`config.mk`:
```
export PLATFORM = sky130hd
export DESIGN_NAME = dual_axis_safe_shutoff_logic
export DESIGN_NICKNAME = d
export VERILOG_FILES = /design/src/shutoff_pkg.sv /design/src/contact_filter.sv /design/src/dual_axis_safe_shutoff_logic.sv
export SDC_FILE = /design/constraint.sdc
export NUM_CORES = 1
export LEC_CHECK = 0
export BUFFER_PORTS_ARGS = -buffer_cell sky130_fd_sc_hd__buf_2
export CAP_MARGIN = 20
export CORE_AREA = 2 2 170 172
export DETAILED_ROUTE_END_ITERATION = 8
export DIE_AREA = 0 0 172 174
export HOLD_SLACK_MARGIN = 0.05
export PLACE_DENSITY_LB_ADDON = 0.08
export SLEW_MARGIN = 10
export SYNTH_ARGS = -nofsm -noshare
export SYNTH_HDL_FRONTEND = slang
export SYNTH_HIERARCHICAL = 1
export SYNTH_SLANG_ARGS = --single-unit
```
`constraint.sdc`:
```
create_clock -name clk_sys -period 2.8 [get_ports clk_sys]
set_input_delay 0.14 -clock clk_sys [delete_from_list [all_inputs] [get_ports clk_sys]]
set_output_delay 0.14 -clock clk_sys [all_outputs]
set_load 0.05 [all_outputs]
```
`src/shutoff_pkg.sv`:
```
package shutoff_pkg;

  // Clock rate expressed as cycles per unit of time (250 MHz)
  localparam int     CLK_CYC_PER_MS  = 250_000;
  localparam int     CLK_CYC_PER_US  = 250;

  localparam int     NUM_AXES        = 2;
  localparam int     AXIS_A          = 0;
  localparam int     AXIS_B          = 1;

  // Longest off pulse of a controller contact test that must be ignored
  localparam int     TEST_PULSE_US   = 1000;
  localparam longint TEST_PULSE_CYC  = longint'(TEST_PULSE_US) * CLK_CYC_PER_US;

  // Response bound with zero delay; also used as feedback settle time
  localparam int     RESP_MAX_MS     = 10;
  localparam longint RESP_MAX_CYC    = longint'(RESP_MAX_MS) * CLK_CYC_PER_MS;

  // Selectable shut-off delays
  localparam int     DLY_1400_MS     = 1400;
  localparam int     DLY_2800_MS     = 2800;
  localparam int     DLY_5600_MS     = 5600;
  localparam int     DLY_9800_MS     = 9800;
  localparam int     DLY_30800_MS    = 30800;
  localparam longint DLY_1400_CYC    = longint'(DLY_1400_MS) * CLK_CYC_PER_MS;
  localparam longint DLY_2800_CYC    = longint'(DLY_2800_MS) * CLK_CYC_PER_MS;
  localparam longint DLY_5600_CYC    = longint'(DLY_5600_MS) * CLK_CYC_PER_MS;
  localparam longint DLY_9800_CYC    = longint'(DLY_9800_MS) * CLK_CYC_PER_MS;
  localparam longint DLY_30800_CYC   = longint'(DLY_30800_MS) * CLK_CYC_PER_MS;

  // Counter widths and delay switch code width
  localparam int     DLY_W           = 33;
  localparam int     FILT_W          = 18;
  localparam int     FB_W            = 22;
  localparam int     SEL_W           = 3;

  // Delay switch codes, axis A
  localparam logic [2:0] SEL_A_0S    = 3'h0;
  localparam logic [2:0] SEL_A_1S4   = 3'h1;
  localparam logic [2:0] SEL_A_2S8   = 3'h2;
  localparam logic [2:0] SEL_A_5S6   = 3'h3;
  localparam logic [2:0] SEL_A_9S8   = 3'h4;
  localparam logic [2:0] SEL_A_30S8  = 3'h5;
  // Delay switch codes, axis B (no 5.6 s choice)
  localparam logic [2:0] SEL_B_0S    = 3'h0;
  localparam logic [2:0] SEL_B_1S4   = 3'h1;
  localparam logic [2:0] SEL_B_2S8   = 3'h2;
  localparam logic [2:0] SEL_B_9S8   = 3'h3;
  localparam logic [2:0] SEL_B_30S8  = 3'h4;

  typedef enum logic [3:0] {
    ST_RUN   = 4'h1,
    ST_DELAY = 4'h2,
    ST_OFF   = 4'h4,
    ST_ARMED = 4'h8
  } axis_state_e;

endpackage

```
`src/contact_filter.sv`:
```
module contact_filter #(
  parameter logic [shutoff_pkg::FILT_W-1:0] FILT_CYC = shutoff_pkg::FILT_W'(shutoff_pkg::TEST_PULSE_CYC)
) (
  input  wire logic clk_sys,
  input  wire logic sys_rst,
  input  wire logic contact_raw,
  output logic      contact_closed
);

  logic                            sync_one;
  logic                            sync_two;
  logic [shutoff_pkg::FILT_W-1:0]  hold_cnt;

  always_ff @(posedge clk_sys) begin
    if (sys_rst) begin
      sync_one <= 1'b0;
      sync_two <= 1'b0;
    end else begin
      sync_one <= contact_raw;
      sync_two <= sync_one;
    end
  end

  // A change is taken only once it has held for FILT_CYC cycles, so test
  // pulses are ignored; opening still reaches the output well inside 10 ms.
  always_ff @(posedge clk_sys) begin
    if (sys_rst) begin
      contact_closed <= 1'b0;
      hold_cnt       <= '0;
    end else if (sync_two == contact_closed) begin
      hold_cnt <= '0;
    end else if (hold_cnt >= FILT_CYC - 1'b1) begin
      contact_closed <= sync_two;
      hold_cnt       <= '0;
    end else begin
      hold_cnt <= hold_cnt + 1'b1;
    end
  end

endmodule

```
`src/dual_axis_safe_shutoff_logic.sv`:
```
// How it works
// - Both drive shut-off channels of an axis always carry the same state.
// - Drive shut-off channel open when axis shut off, closed when released.
// - Open shutdown input commands shut-off; closed means released for driving.
// - Both general shut-off outputs of an axis mirror the axis shut-off state.
// - General shut-off output open when shut off, closed when driving.
// - Each axis has its own dedicated switching output port.
// - Latched shut-off is left only when release goes from connected to opened.
// - Axis A shut-off delay selectable: 0, 1.4, 2.8, 5.6, 9.8, 30.8 s.
// - With zero delay, outputs turn off within 10 ms of input turning off.
module dual_axis_safe_shutoff_logic #(
  parameter logic [shutoff_pkg::FILT_W-1:0] FILT_CYC      = shutoff_pkg::FILT_W'(shutoff_pkg::TEST_PULSE_CYC),
  parameter logic [shutoff_pkg::FB_W-1:0]   FB_CHECK_CYC  = shutoff_pkg::FB_W'(shutoff_pkg::RESP_MAX_CYC),
  parameter logic [shutoff_pkg::DLY_W-1:0]  DLY_1400_CYC  = shutoff_pkg::DLY_W'(shutoff_pkg::DLY_1400_CYC),
  parameter logic [shutoff_pkg::DLY_W-1:0]  DLY_2800_CYC  = shutoff_pkg::DLY_W'(shutoff_pkg::DLY_2800_CYC),
  parameter logic [shutoff_pkg::DLY_W-1:0]  DLY_5600_CYC  = shutoff_pkg::DLY_W'(shutoff_pkg::DLY_5600_CYC),
  parameter logic [shutoff_pkg::DLY_W-1:0]  DLY_9800_CYC  = shutoff_pkg::DLY_W'(shutoff_pkg::DLY_9800_CYC),
  parameter logic [shutoff_pkg::DLY_W-1:0]  DLY_30800_CYC = shutoff_pkg::DLY_W'(shutoff_pkg::DLY_30800_CYC)
) (
  input  wire logic       clk_sys,
  input  wire logic       sys_rst,
  input  wire logic       axis_a_shutdown_in_one,
  input  wire logic       axis_a_shutdown_in_two,
  input  wire logic       axis_b_shutdown_in_one,
  input  wire logic       axis_b_shutdown_in_two,
  input  wire logic       axis_a_release_in,
  input  wire logic       axis_b_release_in,
  input  wire logic [2:0] axis_a_delay_sel,
  input  wire logic [2:0] axis_b_delay_sel,
  input  wire logic       axis_a_state_fb_one,
  input  wire logic       axis_b_state_fb_one,
  output logic            axis_a_drive_off_one,
  output logic            axis_a_drive_off_two,
  output logic            axis_b_drive_off_one,
  output logic            axis_b_drive_off_two,
  output logic            axis_a_gen_off_one,
  output logic            axis_a_gen_off_two,
  output logic            axis_b_gen_off_one,
  output logic            axis_b_gen_off_two,
  output logic            axis_a_switching,
  output logic            axis_b_switching,
  output logic            axis_a_fb_fault,
  output logic            axis_b_fb_fault
);

  localparam int N = shutoff_pkg::NUM_AXES;

  logic [N-1:0] sd_one_raw;
  logic [N-1:0] sd_two_raw;
  logic [N-1:0] rel_raw;
  logic [N-1:0] fb_raw;
  logic [N-1:0] sd_one;
  logic [N-1:0] sd_two;
  logic [N-1:0] rel;
  logic [N-1:0] fb;
  logic [N-1:0] rel_prev;
  logic [N-1:0] drive_one;
  logic [N-1:0] drive_two;
  logic [N-1:0] gen_one;
  logic [N-1:0] gen_two;
  logic [N-1:0] switching;
  logic [N-1:0] fb_fault;
  logic [2:0]   sel_raw   [N];
  logic [2:0]   sel_meta  [N];
  logic [2:0]   sel       [N];
  logic [shutoff_pkg::DLY_W-1:0] dly_cnt [N];
  logic [shutoff_pkg::FB_W-1:0]  fb_cnt  [N];
  shutoff_pkg::axis_state_e      state   [N];

  assign sd_one_raw = {axis_b_shutdown_in_one, axis_a_shutdown_in_one};
  assign sd_two_raw = {axis_b_shutdown_in_two, axis_a_shutdown_in_two};
  assign rel_raw    = {axis_b_release_in, axis_a_release_in};
  assign fb_raw     = {axis_b_state_fb_one, axis_a_state_fb_one};
  assign sel_raw[shutoff_pkg::AXIS_A] = axis_a_delay_sel;
  assign sel_raw[shutoff_pkg::AXIS_B] = axis_b_delay_sel;

  // Unknown switch codes pick zero delay: the safe side is stopping sooner.
  function automatic logic [shutoff_pkg::DLY_W-1:0] delay_cycles(input int axis, input logic [2:0] code);
    logic [shutoff_pkg::DLY_W-1:0] d;
    d = '0;
    if (axis == shutoff_pkg::AXIS_A) begin
      case (code)
        shutoff_pkg::SEL_A_1S4:  d = DLY_1400_CYC;
        shutoff_pkg::SEL_A_2S8:  d = DLY_2800_CYC;
        shutoff_pkg::SEL_A_5S6:  d = DLY_5600_CYC;
        shutoff_pkg::SEL_A_9S8:  d = DLY_9800_CYC;
        shutoff_pkg::SEL_A_30S8: d = DLY_30800_CYC;
        default:                 d = '0;
      endcase
    end else begin
      case (code)
        shutoff_pkg::SEL_B_1S4:  d = DLY_1400_CYC;
        shutoff_pkg::SEL_B_2S8:  d = DLY_2800_CYC;
        shutoff_pkg::SEL_B_9S8:  d = DLY_9800_CYC;
        shutoff_pkg::SEL_B_30S8: d = DLY_30800_CYC;
        default:                 d = '0;
      endcase
    end
    return d;
  endfunction

  function automatic logic passes_current(input shutoff_pkg::axis_state_e s);
    return (s == shutoff_pkg::ST_RUN) || (s == shutoff_pkg::ST_DELAY);
  endfunction

  for (genvar i = 0; i < N; i++) begin : g_axis
    contact_filter #(.FILT_CYC(FILT_CYC)) u_sd_one (
      .clk_sys        (clk_sys),
      .sys_rst        (sys_rst),
      .contact_raw    (sd_one_raw[i]),
      .contact_closed (sd_one[i])
    );
    contact_filter #(.FILT_CYC(FILT_CYC)) u_sd_two (
      .clk_sys        (clk_sys),
      .sys_rst        (sys_rst),
      .contact_raw    (sd_two_raw[i]),
      .contact_closed (sd_two[i])
    );
    contact_filter #(.FILT_CYC(FILT_CYC)) u_rel (
      .clk_sys        (clk_sys),
      .sys_rst        (sys_rst),
      .contact_raw    (rel_raw[i]),
      .contact_closed (rel[i])
    );
    contact_filter #(.FILT_CYC(FILT_CYC)) u_fb (
      .clk_sys        (clk_sys),
      .sys_rst        (sys_rst),
      .contact_raw    (fb_raw[i]),
      .contact_closed (fb[i])
    );

    // Delay switch is static in use; a per-bit synchroniser is enough
    always_ff @(posedge clk_sys) begin
      if (sys_rst) begin
        sel_meta[i] <= 3'h0;
        sel[i]      <= 3'h0;
      end else begin
        sel_meta[i] <= sel_raw[i];
        sel[i]      <= sel_meta[i];
      end
    end

    always_ff @(posedge clk_sys) begin
      if (sys_rst) begin
        rel_prev[i] <= 1'b0;
      end else begin
        rel_prev[i] <= rel[i];
      end
    end

    // Power-up lands in the latched shut-off state; a release is required.
    always_ff @(posedge clk_sys) begin
      if (sys_rst) begin
        state[i]   <= shutoff_pkg::ST_OFF;
        dly_cnt[i] <= '0;
      end else begin
        case (state[i])
          shutoff_pkg::ST_RUN: begin
            if (!(sd_one[i] && sd_two[i])) begin
              if (delay_cycles(i, sel[i]) == '0) begin
                state[i] <= shutoff_pkg::ST_OFF;
              end else begin
                dly_cnt[i] <= delay_cycles(i, sel[i]);
                state[i]   <= shutoff_pkg::ST_DELAY;
              end
            end
          end
          shutoff_pkg::ST_DELAY: begin
            // Once started the delayed stop runs out even if inputs close again
            if (dly_cnt[i] <= 1) begin
              state[i] <= shutoff_pkg::ST_OFF;
            end else begin
              dly_cnt[i] <= dly_cnt[i] - 1'b1;
            end
          end
          shutoff_pkg::ST_OFF: begin
            if (rel[i] && sd_one[i] && sd_two[i]) begin
              state[i] <= shutoff_pkg::ST_ARMED;
            end
          end
          shutoff_pkg::ST_ARMED: begin
            if (!(sd_one[i] && sd_two[i])) begin
              state[i] <= shutoff_pkg::ST_OFF;
            end else if (rel_prev[i] && !rel[i]) begin
              state[i] <= shutoff_pkg::ST_RUN;
            end
          end
          default: begin
            state[i] <= shutoff_pkg::ST_OFF;
          end
        endcase
      end
    end

    // All five contacts of an axis come from one decode of the state, so they never differ
    always_ff @(posedge clk_sys) begin
      if (sys_rst) begin
        drive_one[i] <= 1'b0;
        drive_two[i] <= 1'b0;
        gen_one[i]   <= 1'b0;
        gen_two[i]   <= 1'b0;
        switching[i] <= 1'b0;
      end else begin
        drive_one[i] <= passes_current(state[i]);
        drive_two[i] <= passes_current(state[i]);
        gen_one[i]   <= passes_current(state[i]);
        gen_two[i]   <= passes_current(state[i]);
        switching[i] <= passes_current(state[i]);
      end
    end

    // Amplifier feedback must follow our outputs within the response time
    always_ff @(posedge clk_sys) begin
      if (sys_rst) begin
        fb_cnt[i]   <= '0;
        fb_fault[i] <= 1'b0;
      end else if (fb[i] == drive_one[i]) begin
        fb_cnt[i]   <= '0;
        fb_fault[i] <= 1'b0;
      end else if (fb_cnt[i] >= FB_CHECK_CYC - 1'b1) begin
        fb_fault[i] <= 1'b1;
      end else begin
        fb_cnt[i] <= fb_cnt[i] + 1'b1;
      end
    end
  end

  assign axis_a_drive_off_one = drive_one[shutoff_pkg::AXIS_A];
  assign axis_a_drive_off_two = drive_two[shutoff_pkg::AXIS_A];
  assign axis_b_drive_off_one = drive_one[shutoff_pkg::AXIS_B];
  assign axis_b_drive_off_two = drive_two[shutoff_pkg::AXIS_B];
  assign axis_a_gen_off_one   = gen_one[shutoff_pkg::AXIS_A];
  assign axis_a_gen_off_two   = gen_two[shutoff_pkg::AXIS_A];
  assign axis_b_gen_off_one   = gen_one[shutoff_pkg::AXIS_B];
  assign axis_b_gen_off_two   = gen_two[shutoff_pkg::AXIS_B];
  assign axis_a_switching     = switching[shutoff_pkg::AXIS_A];
  assign axis_b_switching     = switching[shutoff_pkg::AXIS_B];
  assign axis_a_fb_fault      = fb_fault[shutoff_pkg::AXIS_A];
  assign axis_b_fb_fault      = fb_fault[shutoff_pkg::AXIS_B];

endmodule

```
==> summary.md <==
| Metric | Value |
|---|---|
| Detail Placement HPWL | `19120 um` |
| CP Class | `reg2reg` |
| DR WL/cell | `14.03 um` |
| WHS | `136.5 ps` |
| Sequential Area | `0.007267 mm^2` |
| Mapped cell area | `0.01579 mm^2` |
| Final period util | `0.9223` |
| Drt pass-1 iters | `7` |
| Clk_lat worst skew | `510 ps` |
| DR vias | `11.06k` |
| Crit path to | `dly_cnt[0][24]` |
| CP arrival | `2820 ps` |
| Fin nets | `1656` |
| Largest net degree at the start of global routing | `34` |
| CTS resizes | `0` |
| Initial detailed-routing violation count | `646` |
| Global-route met1 utilization | `0.2779` |
| Global routing's busiest layer | `met2` |
| Clk buf depth | `3` |
| Routed Antenna Nets | `0` |
| Fmax achieved | `0.3872 GHz` |
| Crit path required time | `3040 ps` |
| Final Critical Period | `2583 ps` |
| Non-filler cells, final | `2031` |
| Cts bufs inserted | `34` |
| RSZ-0062 raised after global routing | `false` |
| First-pass GRT wire length | `49920 um` |
| Synthesized net count | `1611` |
| Pwr/cell area | `540.7 mW/mm^2` |
| Slew HR | `0.3986` |
| Met2 Resource Use GR | `0.3138` |
| DP Cell Count | `1956` |
| Clock sink total | `304` |
| Cell count of the worst reg-to-reg path | `8` |
| Hold WC Path Type | `in2reg` |
| Port buffer count | `27` |
| R2r setup slk | `220 ps` |
| Startpoint of the worst hold path | `sys_rst` |
| Synth cell types | `64` |
| Post-CTS setup buffer count | `0` |
| Met3 Usage GRT | `0.03256` |
| Initial antenna violation count | `0` |
| Final RePlAce weighted congestion | `0.8185` |
| Filler instances | `2400` |
| Final hold violations | `0` |
| Multi-input gate area | `0.007979 mm^2` |
| Synth Flop Type | `dfxtp_1` |
| Critical Path Source Type | `register` |
| DRC viols | `0` |
| Number of global-route vias before repair | `10.65k` |
| Setup WS pre-CTS | `210.8 ps` |
| Reg2reg start | `dly_cnt[0][0]` |
| Sequential-to-total area share from yosys stat | `0.4604` |
| Initial Util | `0.5590` |
| Count of final max-slew check failures | `0` |
| Boundary pin count | `28` |
| Setup crit end kind | `register` |
| Final setup viols | `0` |
| Via density | `5.446` |
| Die height | `174 um` |
| Syn avg cell area | `10.01 um^2` |
| Cells after Synth | `1577` |
| Clock root buffer | `clkbuf_16` |
| Max FO, Critical Path | `7` |
| Fin worst setup slack | `217.4 ps` |
| Peak supply drop | `0.0007277 V` |
| Total grt overflow | `0` |
| GRT Util Overall | `0.1974` |
| TritonCTS clock tree | `done` |
| YS warnings | `6` |
| Synth async-reset ratio | `0` |
| Post-synth EDFFs | `118` |
| Core Box Area | `0.02824 mm^2` |
| Most frequent cells in the layout | `nor2_1, dfxtp_1, xnor2_1, edfxtp_1, nand2_1` |
| CP Launch Point | `dly_cnt[0][0]` |
| Share of layout cells above drive strength 1 | `0.1488` |
| Die W | `172 um` |
| Leak | `5.752 nW` |
| Final Skew | `7.980 ps` |
| Fin Setup TNS | `0 ps` |
| Placement row count | `62` |
| Layout area overhead | `11.07%` |
| Crit Reg-Reg Endpoint | `dly_cnt[0][24]` |
| Status | `complete, no violations` |
| Most common cell after layout, fill and taps aside | `nor2_1` |
| Worst-path clk slew | `60 ps` |
| Die Footprint | `0.02993 mm^2` |
| Worst Tran Pin Value | `897.8 ps` |
| Ant diodes | `0` |
| Synthesized flop and latch total | `304` |
| Max cap viols | `0` |
| Total Routed Length | `28490 um` |
| Htree depth | `2` |
-- final cells by class --
type	instances	area share
Clock buffer	54	0.06287
Clock inverter	7	0.003426
Inverter	38	0.008136
Multi-Input combinational cell	1173	0.4551
Sequential cell	304	0.4145
Tap cell	384	0.02741
Timing Repair Buffer	71	0.02855
-- flip-flops by register name, indices dropped and copies added, names as in the netlist, 8 cells and up --
signal	cells
g_axis.u_sd_two/hold_cnt	36
g_axis.u_fb/hold_cnt	36
fb_cnt	44
dly_cnt	66
state	8
g_axis.u_sd_one/hold_cnt	36
g_axis.u_rel/hold_cnt	36
-- cells in the mapped netlist, types with 3 or more instances --
| cell type | n | share of area |
|---|---|---|
| nor2_1 | 196 | 0.047 |
| dfxtp_1 | 186 | 0.24 |
| xnor2_1 | 175 | 0.097 |
| edfxtp_1 | 118 | 0.22 |
| nand2_1 | 79 | 0.019 |
| nor2_4 | 72 | 0.051 |
| nor4_1 | 67 | 0.027 |
| nor3_1 | 60 | 0.019 |
| nand3_1 | 59 | 0.019 |
| xor2_1 | 55 | 0.031 |
| o21ai_0 | 49 | 0.016 |
| clkbuf_1 | 39 | 0.0093 |
| nand4_1 | 38 | 0.015 |
| inv_1 | 37 | 0.0088 |
| and3_1 | 34 | 0.013 |
| nor2b_1 | 34 | 0.013 |
| nand2b_1 | 24 | 0.0095 |
| or3_1 | 21 | 0.0083 |
| ha_1 | 18 | 0.014 |
| nor2_2 | 16 | 0.0063 |
| a21oi_1 | 15 | 0.0048 |
| a31oi_1 | 14 | 0.0055 |
| mux2i_1 | 11 | 0.0070 |
| nand3b_1 | 10 | 0.0048 |
| o22ai_1 | 10 | 0.0040 |
| or4_1 | 10 | 0.0048 |
| or4_4 | 10 | 0.0071 |
| o211ai_1 | 9 | 0.0043 |
| buf_12 | 8 | 0.010 |
| buf_4 | 8 | 0.0038 |
| nand4_2 | 8 | 0.0063 |
| o211a_1 | 8 | 0.0051 |
| o211ai_2 | 8 | 0.0063 |
| o211ai_4 | 8 | 0.011 |
| and2_1 | 6 | 0.0024 |
| buf_2 | 6 | 0.0019 |
| nand4b_1 | 6 | 0.0033 |
| and4_1 | 4 | 0.0022 |
| or2_2 | 4 | 0.0016 |
| a31o_2 | 3 | 0.0017 |
| nor3b_1 | 3 | 0.0014 |
| o21a_1 | 3 | 0.0014 |
| o32ai_1 | 3 | 0.0017 |
-- metrics by stage --
| step | utilization | power [mW] | cell area, um^2 |
|---|---|---|---|
| 2_1_floorplan | - | 4.968 | 15790 |
| 5_1_grt | 0.6209 | 9.838 | 17530 |
| 3_3_place_gp | 0.5748 | 5.037 | 16230 |
| 4_1_cts | 0.6209 | 9.637 | 17530 |
| 6_report | 0.6209 | 9.480 | 17530 |
| 3_5_place_dp | 0.5748 | 5.039 | 16230 |
-- power breakdown --
| part | internal [mW] | leakage, nW | switching (mW) |
|---|---|---|---|
| combinational | 0.114 | 2.35 | 0.155 |
| clock | 2.79 | 0.578 | 1.73 |
| sequential | 4.64 | 2.82 | 0.0547 |
| total | 7.54 | 5.75 | 1.94 |
-- worst min-delay path by stage --
stage | slack [ps] | to | cells past startpoint
floorplan | 210 | g_axis[0].u_fb/sync_one | 1
global placement | 350 | sel_meta[1][2] | 2
detailed placement | 350 | sel_meta[1][1] | 2
CTS | 100 | axis_a_switching | 3
global route | 140 | axis_b_switching | 3
finish | 140 | axis_a_switching | 3
-- worst max-delay path, stage by stage (launching register included) --
cell	delay [ps]
edfxtp_1	440
inv_1	90
ha_1	200
or4b_1	470
or4_4	440
buf_4	180
nor4_1	250
xnor2_1	160
o21ai_0	90
-- per-layer routing --
metal / part of all wire / wire (um) / vias up
met5: 0 / 0 / -
met4: 0.022 / 637 / 0
met3: 0.041 / 1162 / 47
met2: 0.45 / 12890 / 175
met1: 0.48 / 13810 / 5180
li1: - / - / 5659
-- timing repair --
action,CTS,global route
endpoints found under the setup margin,0,0
hold buffers,14,0
hold endpoints to repair,14,0
-- cell families after synthesis --
| logic type | count (synthesis) | share of synthesized area |
|---|---|---|
| buf+inv | 100 | 0.03488 |
| xor+xnor | 230 | 0.1276 |
| simple gates | 768 | 0.2861 |
| flops | 304 | 0.4604 |
| mux | 11 | 0.006976 |
| fa+ha+maj | 18 | 0.01427 |
| compound gates | 146 | 0.06983 |
(Power assumes the default switching activity.)
